## src/logic/scg_pkg.sv

```systemverilog
/*
 * Package for the sleep-mode clock gating register block: register map,
 * field positions, reset values, bus record types and rate codes.
 * Assumes a single 40 MHz system clock and an Avalon-MM register port.
 */
package scg_pkg;

   // ----------------------------------------------------------------
   // register map
   // ----------------------------------------------------------------
   localparam logic [11:0] SCG_OFS_SLEEP_GATE = 12'h110;
   localparam logic [11:0] SCG_OFS_MODE_CTRL = 12'h200;
   localparam logic [11:0] SCG_OFS_STATUS = 12'h204;
   localparam logic [11:0] SCG_OFS_FAULT = 12'h208;

   // ----------------------------------------------------------------
   // sleep gate register fields
   // ----------------------------------------------------------------
   localparam int SCG_BIT_CONV = 16;
   localparam int SCG_BIT_RATE_LO = 8;
   localparam int SCG_BIT_HIB = 6;
   localparam int SCG_BIT_WDT = 3;
   localparam logic [31:0] SCG_GATE_RESET = 32'h0000_0040;
   localparam logic [31:0] SCG_GATE_WMASK = 32'h0001_0348;

   // mode control fields
   localparam int SCG_BIT_SLEEP = 0;
   localparam int SCG_BIT_AUTO = 1;
   localparam logic [31:0] SCG_MODE_RESET = 32'h0000_0000;
   localparam logic [31:0] SCG_MODE_WMASK = 32'h0000_0003;
   localparam logic [31:0] SCG_UNMAPPED_DATA = 32'h0000_0000;

   // converter sample rate codes
   localparam logic [1:0] SCG_RATE_125K = 2'h0;
   localparam logic [1:0] SCG_RATE_250K = 2'h1;
   localparam logic [1:0] SCG_RATE_500K = 2'h2;

   // unit indices for gate vectors
   localparam int SCG_UNIT_CONV = 2;
   localparam int SCG_UNIT_HIB = 1;
   localparam int SCG_UNIT_WDT = 0;
   localparam int SCG_UNITS = 3;

   // ----------------------------------------------------------------
   // types
   // ----------------------------------------------------------------
   typedef struct packed {
      logic read;
      logic write;
      logic [11:0] address;
      logic [31:0] writedata;
      logic [3:0] byteenable;
   } scg_av_req_s;

   typedef struct packed {
      logic [SCG_UNITS-1:0] sel;
      logic read;
      logic write;
   } scg_periph_req_s;

endpackage

```

## src/logic/scg_fault_check.sv

```systemverilog
/*
 * Fault checker for peripheral accesses: flags any access aimed at a unit
 * whose clock is gated off, one cycle after the access.
 * Assumes one-hot unit select and synchronous inputs.
 */
`timescale 1ns/100ps
module scg_fault_check
   import scg_pkg::*;
(
   // clock and reset
   input wire logic sys_clk,
   input wire logic rst_n,
   // access and gate state
   input wire scg_periph_req_s periph_req,
   input wire logic [SCG_UNITS-1:0] unit_clk_en,
   // fault report
   output logic bus_fault,
   output logic [SCG_UNITS-1:0] fault_unit
);

   logic next_bus_fault;
   logic [SCG_UNITS-1:0] next_fault_unit;

   // ----------------------------------------------------------------
   // fault decode
   // ----------------------------------------------------------------
   // fault on gated access
   always_comb begin
      next_fault_unit = periph_req.sel & ~unit_clk_en;
      next_bus_fault = (periph_req.read | periph_req.write) & (|next_fault_unit);
      if (!(periph_req.read | periph_req.write)) begin
         next_fault_unit = '0;
      end
   end

   // registered so the fault is a clean pulse, one cycle after the access and as long as the access
   always_ff @(posedge sys_clk or negedge rst_n) begin
      if (!rst_n) begin
         bus_fault <= 1'b0;
         fault_unit <= '0;
      end else begin
         bus_fault <= next_bus_fault;
         fault_unit <= next_fault_unit;
      end
   end

endmodule // scg_fault_check

```

## src/logic/scg_sleep_gate.sv

```systemverilog
/*
 * Sleep-mode clock gating register 0 with Avalon-MM slave, per-unit clock
 * enables, converter rate select and gated-access fault reporting.
 * Assumes the clock enables feed integrated clock gates outside this block
 * and that the system supplies a sleep indication and run-mode enables.
 */
// Notes on behaviour
// - a unit gets its clock while its gate bit is one and is held off while it is zero.
// - any read or write aimed at a unit whose clock is off raises a bus fault.
// - after reset the register reads 0x00000040, only the hibernation gate set.
// - the gate bits apply only in sleep and only when auto clock gating is enabled; the rate code applies at all times.
// - bit 16 gates the converter clock, read/write, reset zero.
// - bits 9:8 pick converter rate 125K, 250K or 500K samples per second, reset zero.
// - bit 6 gates the hibernation clock, read/write, reset one.
// - bit 3 gates the watchdog clock, read/write, reset zero.
// - reserved bits read zero and ignore writes; software preserves them.
`timescale 1ns/100ps
module scg_sleep_gate
   import scg_pkg::*;
(
   // clock and reset
   input wire logic sys_clk,
   input wire logic rst_n,
   // avalon-mm slave
   input wire logic avs_read,
   input wire logic avs_write,
   input wire logic [11:0] avs_address,
   input wire logic [31:0] avs_writedata,
   input wire logic [3:0] avs_byteenable,
   output logic [31:0] avs_readdata,
   output logic avs_waitrequest,
   output logic [1:0] avs_response,
   // system state
   input wire logic sys_sleep,
   input wire logic [SCG_UNITS-1:0] run_clk_en,
   // peripheral access monitor
   input wire logic [SCG_UNITS-1:0] periph_sel,
   input wire logic periph_read,
   input wire logic periph_write,
   // unit controls
   output logic [SCG_UNITS-1:0] unit_clk_en,
   output logic [1:0] converter_sample_rate_sel,
   output logic bus_fault,
   output logic [SCG_UNITS-1:0] fault_unit
);

   // ----------------------------------------------------------------
   // declarations
   // ----------------------------------------------------------------
   typedef enum logic [1:0] {SCG_IDLE, SCG_ANSWER} scg_bus_e;

   scg_bus_e state;
   scg_bus_e next_state;
   logic [31:0] sleep_clock_gate_0;
   logic [31:0] next_sleep_clock_gate_0;
   logic [31:0] mode_ctrl;
   logic [31:0] next_mode_ctrl;
   logic [31:0] fault_log;
   logic [31:0] next_fault_log;
   logic [31:0] next_readdata;
   logic [1:0] next_response;
   logic next_waitrequest;
   logic [SCG_UNITS-1:0] next_unit_clk_en;
   logic [SCG_UNITS-1:0] sleep_en;
   logic sleep_active;
   logic fault_pulse;
   logic [SCG_UNITS-1:0] fault_vec;
   scg_av_req_s req;
   scg_periph_req_s preq;

   // bundle the bus and peripheral requests
   assign req = '{read: avs_read, write: avs_write, address: avs_address,
                  writedata: avs_writedata, byteenable: avs_byteenable};
   assign preq = '{sel: periph_sel, read: periph_read, write: periph_write};

   // ----------------------------------------------------------------
   // helper functions
   // ----------------------------------------------------------------
   // merge byte-enabled write data under a writable mask
   function automatic logic [31:0] scg_merge(input logic [31:0] old_val,
                                             input logic [31:0] wdata,
                                             input logic [3:0] be,
                                             input logic [31:0] wmask);
      logic [31:0] lane;
      lane = {{8{be[3]}}, {8{be[2]}}, {8{be[1]}}, {8{be[0]}}};
      scg_merge = (old_val & ~(lane & wmask)) | (wdata & lane & wmask);
   endfunction

   // gate vector from a gating register image
   function automatic logic [SCG_UNITS-1:0] scg_units(input logic [31:0] reg_val);
      logic [SCG_UNITS-1:0] v;
      v = '0;
      v[SCG_UNIT_CONV] = reg_val[SCG_BIT_CONV];
      v[SCG_UNIT_HIB] = reg_val[SCG_BIT_HIB];
      v[SCG_UNIT_WDT] = reg_val[SCG_BIT_WDT];
      scg_units = v;
   endfunction

   // ----------------------------------------------------------------
   // bus slave and registers
   // ----------------------------------------------------------------
   // one wait cycle per access keeps read data registered
   always_comb begin
      next_state = state;
      next_sleep_clock_gate_0 = sleep_clock_gate_0;
      next_mode_ctrl = mode_ctrl;
      next_fault_log = fault_log;
      next_readdata = avs_readdata;
      next_response = avs_response;
      next_waitrequest = 1'b1;
      case (state)
         SCG_IDLE: begin
            if (req.read || req.write) begin
               next_state = SCG_ANSWER;
               next_waitrequest = 1'b0;
               next_response = 2'h0;
               next_readdata = SCG_UNMAPPED_DATA;
               case (req.address)
                  SCG_OFS_SLEEP_GATE: begin
                     if (req.write) begin
                        next_sleep_clock_gate_0 = scg_merge(sleep_clock_gate_0,
                           req.writedata, req.byteenable, SCG_GATE_WMASK);
                     end
                     next_readdata = sleep_clock_gate_0;
                  end
                  SCG_OFS_MODE_CTRL: begin
                     if (req.write) begin
                        next_mode_ctrl = scg_merge(mode_ctrl, req.writedata,
                           req.byteenable, SCG_MODE_WMASK);
                     end
                     next_readdata = mode_ctrl;
                  end
                  SCG_OFS_STATUS: begin
                     next_readdata = {29'h0, unit_clk_en};
                  end
                  SCG_OFS_FAULT: begin
                     // write one to clear, a new fault wins
                     if (req.write) begin
                        next_fault_log = fault_log & ~(req.writedata & {29'h0, 3'h7});
                     end
                     next_readdata = fault_log;
                  end
                  default: begin
                     next_response = 2'h2; // slave error, reads zero
                  end
               endcase
            end
         end
         SCG_ANSWER: begin
            next_state = SCG_IDLE;
         end
         default: begin
            next_state = SCG_IDLE;
         end
      endcase
      if (fault_pulse) begin
         next_fault_log = next_fault_log | {29'h0, fault_vec};
      end
   end

   always_ff @(posedge sys_clk or negedge rst_n) begin
      if (!rst_n) begin
         state <= SCG_IDLE;
         sleep_clock_gate_0 <= SCG_GATE_RESET;
         mode_ctrl <= SCG_MODE_RESET;
         fault_log <= 32'h0000_0000;
         avs_readdata <= 32'h0000_0000;
         avs_response <= 2'h0;
         avs_waitrequest <= 1'b1;
      end else begin
         state <= next_state;
         sleep_clock_gate_0 <= next_sleep_clock_gate_0;
         mode_ctrl <= next_mode_ctrl;
         fault_log <= next_fault_log;
         avs_readdata <= next_readdata;
         avs_response <= next_response;
         avs_waitrequest <= next_waitrequest;
      end
   end

   // ----------------------------------------------------------------
   // clock enables and rate
   // ----------------------------------------------------------------
   // sleep with auto gating
   assign sleep_active = (sys_sleep | mode_ctrl[SCG_BIT_SLEEP]) & mode_ctrl[SCG_BIT_AUTO];
   assign sleep_en = scg_units(sleep_clock_gate_0);

   always_comb begin
      next_unit_clk_en = run_clk_en;
      if (sleep_active) begin
         next_unit_clk_en = sleep_en;
      end
   end

   always_ff @(posedge sys_clk or negedge rst_n) begin
      if (!rst_n) begin
         unit_clk_en <= 3'h2; // hibernation only, matching the reset image
         converter_sample_rate_sel <= SCG_RATE_125K;
      end else begin
         unit_clk_en <= next_unit_clk_en;
         converter_sample_rate_sel <= sleep_clock_gate_0[SCG_BIT_RATE_LO+:2];
      end
   end

   // ----------------------------------------------------------------
   // gated access faults
   // ----------------------------------------------------------------
   // fault checker
   scg_fault_check u_fault (
      .sys_clk(sys_clk),
      .rst_n(rst_n),
      .periph_req(preq),
      .unit_clk_en(unit_clk_en),
      .bus_fault(fault_pulse),
      .fault_unit(fault_vec)
   );

   assign bus_fault = fault_pulse;
   assign fault_unit = fault_vec;

endmodule // scg_sleep_gate

```

## config.mk

```make
export PLATFORM = sky130hd
export DESIGN_NAME = scg_sleep_gate
export DESIGN_NICKNAME = d
export VERILOG_FILES = /design/src/logic/scg_pkg.sv /design/src/logic/scg_fault_check.sv /design/src/logic/scg_sleep_gate.sv
export SDC_FILE = /design/constraint.sdc
export NUM_CORES = 1
export LEC_CHECK = 0
export ABC_CLOCK_PERIOD_IN_PS = 3200
export BUFFER_PORTS_ARGS = -buffer_cell sky130_fd_sc_hd__buf_4
export CAP_MARGIN = 20
export CORE_MARGIN = 1.5
export CORE_UTILIZATION = 44
export DETAILED_ROUTE_END_ITERATION = 10
export PLACE_DENSITY = 0.84
export SYNTH_ARGS = -nofsm -noshare
export SYNTH_HDL_FRONTEND = slang
export SYNTH_SLANG_ARGS = --single-unit
```

## constraint.sdc

```tcl
create_clock -name sys_clk -period 3.2 [get_ports sys_clk]
set_input_delay 0.16 -clock sys_clk [delete_from_list [all_inputs] [get_ports sys_clk]]
set_output_delay 0.16 -clock sys_clk [all_outputs]
set_load 0.05 [all_outputs]
```

==> results of run 1 <==
-- layout make-up --
| type | instances | area, um^2 |
|---|---|---|
| inverters | 1 | 3.75 |
| multi-input cells | 94 | 669 |
| well taps | 46 | 57.6 |
| clock inverters | 1 | 5.00 |
| flip-flops and latches | 30 | 754 |
| fillers | 303 | 1400 |
| clock buffers | 7 | 55.1 |
| repair buffers | 55 | 415 |
-- routing by layer --
metal  vias up  track usage
met2        51        0.269
met1       542        0.209
met3         9       0.0595
met5         -            0
met4         0       0.0806
li1        544            -
-- power by group --
part | switching (mW) | total, mW | internal, mW | leakage [nW]
clock network | 0.128 | 0.235 | 0.106 | 0.0353
registers | 0.00617 | 0.395 | 0.389 | 0.377
logic | 0.127 | 0.178 | 0.0510 | 0.571
total | 0.261 | 0.807 | 0.546 | 0.983
-- cells in the final DEF (no fill, tap or decap), types with 2 or more instances in the layout --
cell type  instances
conb_1            25
nor3b_1            3
nor2b_1            3
o2bb2ai_1          3
or4_1              3
and2_0             5
nor4_1             3
nand2_1            2
dfrtp_1           27
or4_4              2
buf_4             54
nand3b_1           2
mux2_2             8
a41o_1             5
or4b_2             5
mux2i_1            2
a32o_1             2
dfstp_2            3
mux2_4             2
clkbuf_4           5
a221o_1            3
nor2_1             6
-- cells by family (layout without fill, tap and decap cells) --
logic type      count (synthesis)  in the layout  synth area share
simple gates                   38             38             0.169
buf+inv                        30             64             0.142
other cells                     1             25           0.00241
mux                            12             12            0.0901
compound gates                 19             19             0.111
flops                          30             30             0.485
-- worst paths after layout --
path / startpoint / end / slack [ps]
hold reg to reg: flip-flop / converter_sample_rate_sel[0]$_DFF_PN0_ / 420
max in group asynchronous: rst_n / avs_waitrequest$_DFF_PN1_ / 2600
min in group asynchronous: rst_n / fault_log[2]$_DFF_PN0_ / 280
setup reg to reg: state[0]$_DFFE_PN0P_ / flip-flop / 1120
setup / recovery: state[0]$_DFFE_PN0P_ / flip-flop / 1120
hold / removal: avs_writedata[3] / flip-flop / 60
-- through the flow --
step	util	setup WS, ps	hold WS, ps	power (mW)
2_1_floorplan	-	1370	-136	0.543
3_3_place_gp	0.562	1130	98.5	0.577
3_5_place_dp	0.562	1120	104	0.578
4_1_cts	0.583	1110	50.6	0.814
5_1_grt	0.583	1040	45.4	0.840
6_report	0.583	1120	62.9	0.807
==> summary.txt, run 1 <==
Floorplan
  – I/O pin total: 105
  – Die ar.: 0.00390 mm^2
  – Die height: 62.5 um
  – Rows: 21
  – Initial core utilization: 0.462
  – Core Box Area: approximately 0.0034 mm^2
  – Die W: 62.5 um

Detailed routing
  – First-pass DRT Iterations: 4
  – Uppermost layer routed: met4
  – Met1 WL: ~1300 um
  – Metal3 WL: 232 um
  – 1st-iter DRT viols: 22
  – Final ANT Viol Nets: 0
  – Drt total wl: 3170 um
  – DRC violations left: 0
  – Vias per inst: 4.90
  – Vias: 1146
  – Wire length per cell: between 10 and 15 um
  – Met2 wire length: 1520 um

CTS
  – Clk pin slew, worst setup/hold paths: 90 ps
  – Worst-skew pair later-pin latency: 330 ps
  – Clk buf depth: 2
  – CTS tree: yes
  – Number of H-tree levels: 2
  – Hold-fix buffers, CTS: 1
  – Clock root buffer: clkbuf_4
  – CTS Buf Count: 5
  – Clock sinks: 30
  – Post-CTS setup buffers: 0
  – Post-CTS sizing: 0

Logic synthesis
  – Mapped Cells: 130
  – Top-count cell post-synth: dfrtp_1
  – Mapped cell area: 0.00156 mm^2
  – Main flop type after synthesis: dfrtp_1
  – Synthesized area per cell: 12.0 um^2
  – Commonest cells post-synth: dfrtp_1, buf_4, mux2_2
  – Synth cell types: 34
  – #FFs+latches synth: 30
  – Synth area leader: dfrtp_1
  – Number of synthesized flops with an enable pin: 0
  – Yosys Warn Count: 0
  – Seq/Total Area, Yosys: 0.485
  – Top cells by area, synth: dfrtp_1, buf_4, mux2_2
  – Yosys top cell area share: 0.434
  – Async S/R FF share, synth: 1.00

Setup path
  – Worst EP required: roughly 3400 ps
  – Crit-path slowest cell: or4b_2
  – Cell Chain, Critical Path: or4b_2, nor4_1, mux2_2
  – Crit path depth: 3
  – Worst r2r path cells: 3
  – Critical path class: reg -> reg
  – Crit-path max cell delay: 650 ps
  – Buffers & Inverters on Critical Path: 0
  – Crit path DAT: ~2300 ps
  – Family with the most delay on the worst path: simple AND/OR/NAND/NOR gates
  – Startpoint types: flip-flop
  – CP endpoint kind: flip-flop
  – CP Max Fanout: 4

STA
  – Fin Clk Skew: approximately 3.7 ps
  – Relative slew slack: 0.475
  – Fmax: about 480 MHz
  – Worst-margin pin slew: about 770 ps
  – Fin. Hold Viols: 0
  – RSZ-0062 raised after global routing: false
  – Final Max Slew Viols: 0
  – Tcrit/Tclk final: 0.649
  – Clock period minus worst slack: roughly 2100 ps
  – Setup TNS: 0 ps
  – Setup-failing EPs final: 0

Global routing
  – Pin count of the biggest net entering global routing: 31
  – Initial antenna violation count: 0
  – Gr usage total: 0.170
  – Global-route wire length before repair: 5110 um
  – Vias in the first global route: 1059
  – Gr ovfl total: 0

Worst hold path
  – Hold Path Depth: 2
  – Hold Crit Class: in -> reg

Placed design
  – Placed Cells: 225
  – DP HPWL: 2450 um
  – Placed Area: 0.00189 mm^2
  – I/O Buffers: 54
  – Gpl congestion: about 0.76

Finish
  – Final Non-Filler Cells: 234
  – Share of cells above drive strength 1: 0.441
  – Design area: 0.00196 mm^2
  – Nets: 248
  – N_diodes: 0
  – Area growth, synth to finish: 26.1%

Run
  – Max-cap violations: 0

Outcome
  – Status: complete, no violations

Power and ir drop
  – Worst IR drop on VDD: around 0.24 mV
  – P_leak: between 0.9 and 1 nW
  – Power per standard cell area: 412 mW/mm^2
No activity file was read; power rests on OpenSTA's default activity.
==> run 2: changes to the inputs <==
Settings changed: ABC_CLOCK_PERIOD_IN_PS 3200 to 1700, CORE_UTILIZATION 44 to 37, PLACE_DENSITY 0.84 to 0.75.
Clock period 3.2 ns to 1.7 ns, I/O delays scaled along.
==> summary.txt, run 2 (synthesized netlist as in run 1, its figures left out) <==
Outcome
  – Status: complete, no violations

Finish
  – Area of the multi-input gates: 718 um^2 (+7.3%)
  – Filler cells: 352 (+16%)
  – N_diodes: 0 (unchanged)
  – Share of cells above drive strength 1: 0.488 (+0.0461)
  – Nets: 261 (+5.2%)
  – Final core area utilization: 0.532 (-0.0513)
  – Area growth, synth to finish: 37.7%
  – Register cell area after layout: 754 um^2 (unchanged)
  – Most common cell after layout, fill and taps aside: buf_4
  – Commonest cells after routing, fill and taps aside: buf_4, dfrtp_1, conb_1

STA
  – Tcrit/Tclk final: 0.990 (+0.340)
  – Fin. Hold Viols: 0 (unchanged)
  – Clock period minus worst slack: 1680 ps (-396 ps)
  – Worst hold slack: 45.2 ps (-17.7 ps)
  – Final Max Slew Viols: 0 (unchanged)
  – Setup-failing EPs final: 0 (unchanged)
  – Fin Clk Skew: 6.78 ps (+3.05 ps)
  – Fmax: 594 MHz (+24%)
  – RSZ-0062 raised after global routing: true

Setup path
  – Cell Chain, Critical Path: or4b_4, nor4_4, mux2_2
  – Reg2reg start: state[0]$_DFFE_PN0P_
  – Crit-path slowest cell: or4b_4
  – CP Max Fanout: 4 (unchanged)
  – CP endpoint kind: flip-flop
  – Crit-path max cell delay: 560 ps (-90 ps)
  – Critical path class: reg -> reg
  – Crit path DAT: 1840 ps (-460 ps)
  – Family with the most delay on the worst path: simple AND/OR/NAND/NOR gates
  – Startpoint types: flip-flop
  – Buffers & Inverters on Critical Path: 0 (unchanged)
  – Worst EP required: 1860 ps (-1560 ps)
  – Worst setup path start: state[0]$_DFFE_PN0P_

Global routing
  – Pin count of the biggest net entering global routing: 31 (unchanged)
  – Vias in the first global route: 1209 (+14%)
  – Gr usage total: 0.162 (-0.00762)
  – Gr ovfl total: 0 (unchanged)
  – Initial antenna violation count: 0 (unchanged)
  – Global-route wire length before repair: 5430 um (+6.2%)

Floorplan
  – Rows: 23 (+9.5%)
  – Initial core utilization: 0.386 (-0.0764)
  – Core Box Area: 0.00403 mm^2 (+20%)
  – I/O pin total: 105 (unchanged)
  – Die ar.: 0.00460 mm^2 (+18%)
  – Die W: 67.8 um (+8.6%)
  – Die height: 67.8 um (+8.6%)

CTS
  – CTS tree: yes
  – Worst-skew pair later-pin latency: 270 ps (-60 ps)
  – CTS Buf Count: 5 (unchanged)
  – Clock root buffer: clkbuf_8
  – Clk pin slew, worst setup/hold paths: 60 ps (-30 ps)
  – Clk buf depth: 2 (unchanged)
  – Clock sinks: 30 (unchanged)
  – Number of H-tree levels: 2 (unchanged)

Detailed routing
  – DRC violations left: 0 (unchanged)
  – First-pass DRT Iterations: 4 (unchanged)
  – Drt total wl: 3430 um (+8.2%)
  – Final ANT Viol Nets: 0 (unchanged)
  – 1st-iter DRT viols: 55 (+150%)
  – Wire length per cell: 13.7 um (+0.84%)
  – Vias per inst: 4.75 (-3.0%)
  – Vias: 1192 (+4.0%)

Worst hold path
  – Hold Crit Class: in -> reg
  – HP Start: avs_writedata[8]

Placed design
  – I/O Buffers: 54 (unchanged)
  – Gpl congestion: 0.774 (+2.1%)
  – DP HPWL: 2650 um (+8.3%)

Power and ir drop
  – Power per standard cell area: 785 mW/mm^2 (+91%)
  – Worst IR drop on VDD: 0.343 mV (+40%)
  – Total Power: 1.68 mW (+110%)
  – P_leak: 1.09 nW (+11%)

Run
  – Max-cap violations: 0 (unchanged)
## run 2: cell types whose count changed in the layout (fill, tap and decap cells not counted), moves of 3 or more
cell      delta
buf_4       +13
nor4_4       +3
clkbuf_4     -5
clkbuf_8     +5
nor4_1       -3
## run 2: metal layers
metal	global-route usage	routed length [um]	up-vias
met5	0	0	-
met4	0.0475	25	0
met3	0.0526	229	4
met2	0.268	1750	48
met1	0.203	1420	565
li1	-	-	575
## run 2: path summary, 6_finish.rpt
check,to,slack (ps),cells after the start
setup / recovery,flip-flop,20,3
hold / removal,flip-flop,50,2
setup reg to reg,flip-flop,20,3
hold reg to reg,converter_sample_rate_sel[0]$_DFF_PN0_,410,0
max in group asynchronous,async pin,1110,2
min in group asynchronous,avs_readdata[2]$_DFFE_PN0P_,270,2
## run 2: area by class of cell
type | instances | area share
inverters | 1 | 0.00175
flip-flops and latches | 30 | 0.352
clock buffers | 8 | 0.0421
well taps | 50 | 0.0292
repair buffers | 68 | 0.239
multi-input cells | 94 | 0.335
## run 2: repair_timing
action	4_1_cts	5_1_grt
hold buffers	1	0
setup endpoints to repair	1	3
cloned	0	0
pin swaps	1	0
setup buffers	0	0
hold endpoints to repair	27	0
gates resized for setup	0	2
## run 2: stage by stage
stage	setup WS (ps)	cell area [um^2]	TNS, ps	cells
final	17.8	2140	0	251
after global placement	-116	2020	-562	242
after detailed placement	-129	2020	-586	242
after floorplan	7.32	1680	0	154
after global routing	-14.2	2140	-14.5	251
after CTS	13.1	2120	0	251
## run 2: power by group
group / total [mW] / leakage, nW / internal [mW] / switching [mW]
Combinational: 0.362 / 0.672 / 0.114 / 0.247
Sequential: 0.745 / 0.377 / 0.733 / 0.0117
Clock: 0.575 / 0.0455 / 0.329 / 0.246
Total: 1.68 / 1.09 / 1.18 / 0.505
## run 2: worst reg2reg max path, delay by kind of cell (launching register included)
| family | cells | cell delay, ps |
|---|---|---|
| AND/OR/NAND/NOR | 2 | 810 |
| multiplexers | 1 | 360 |
| flip-flops | 1 | 400 |
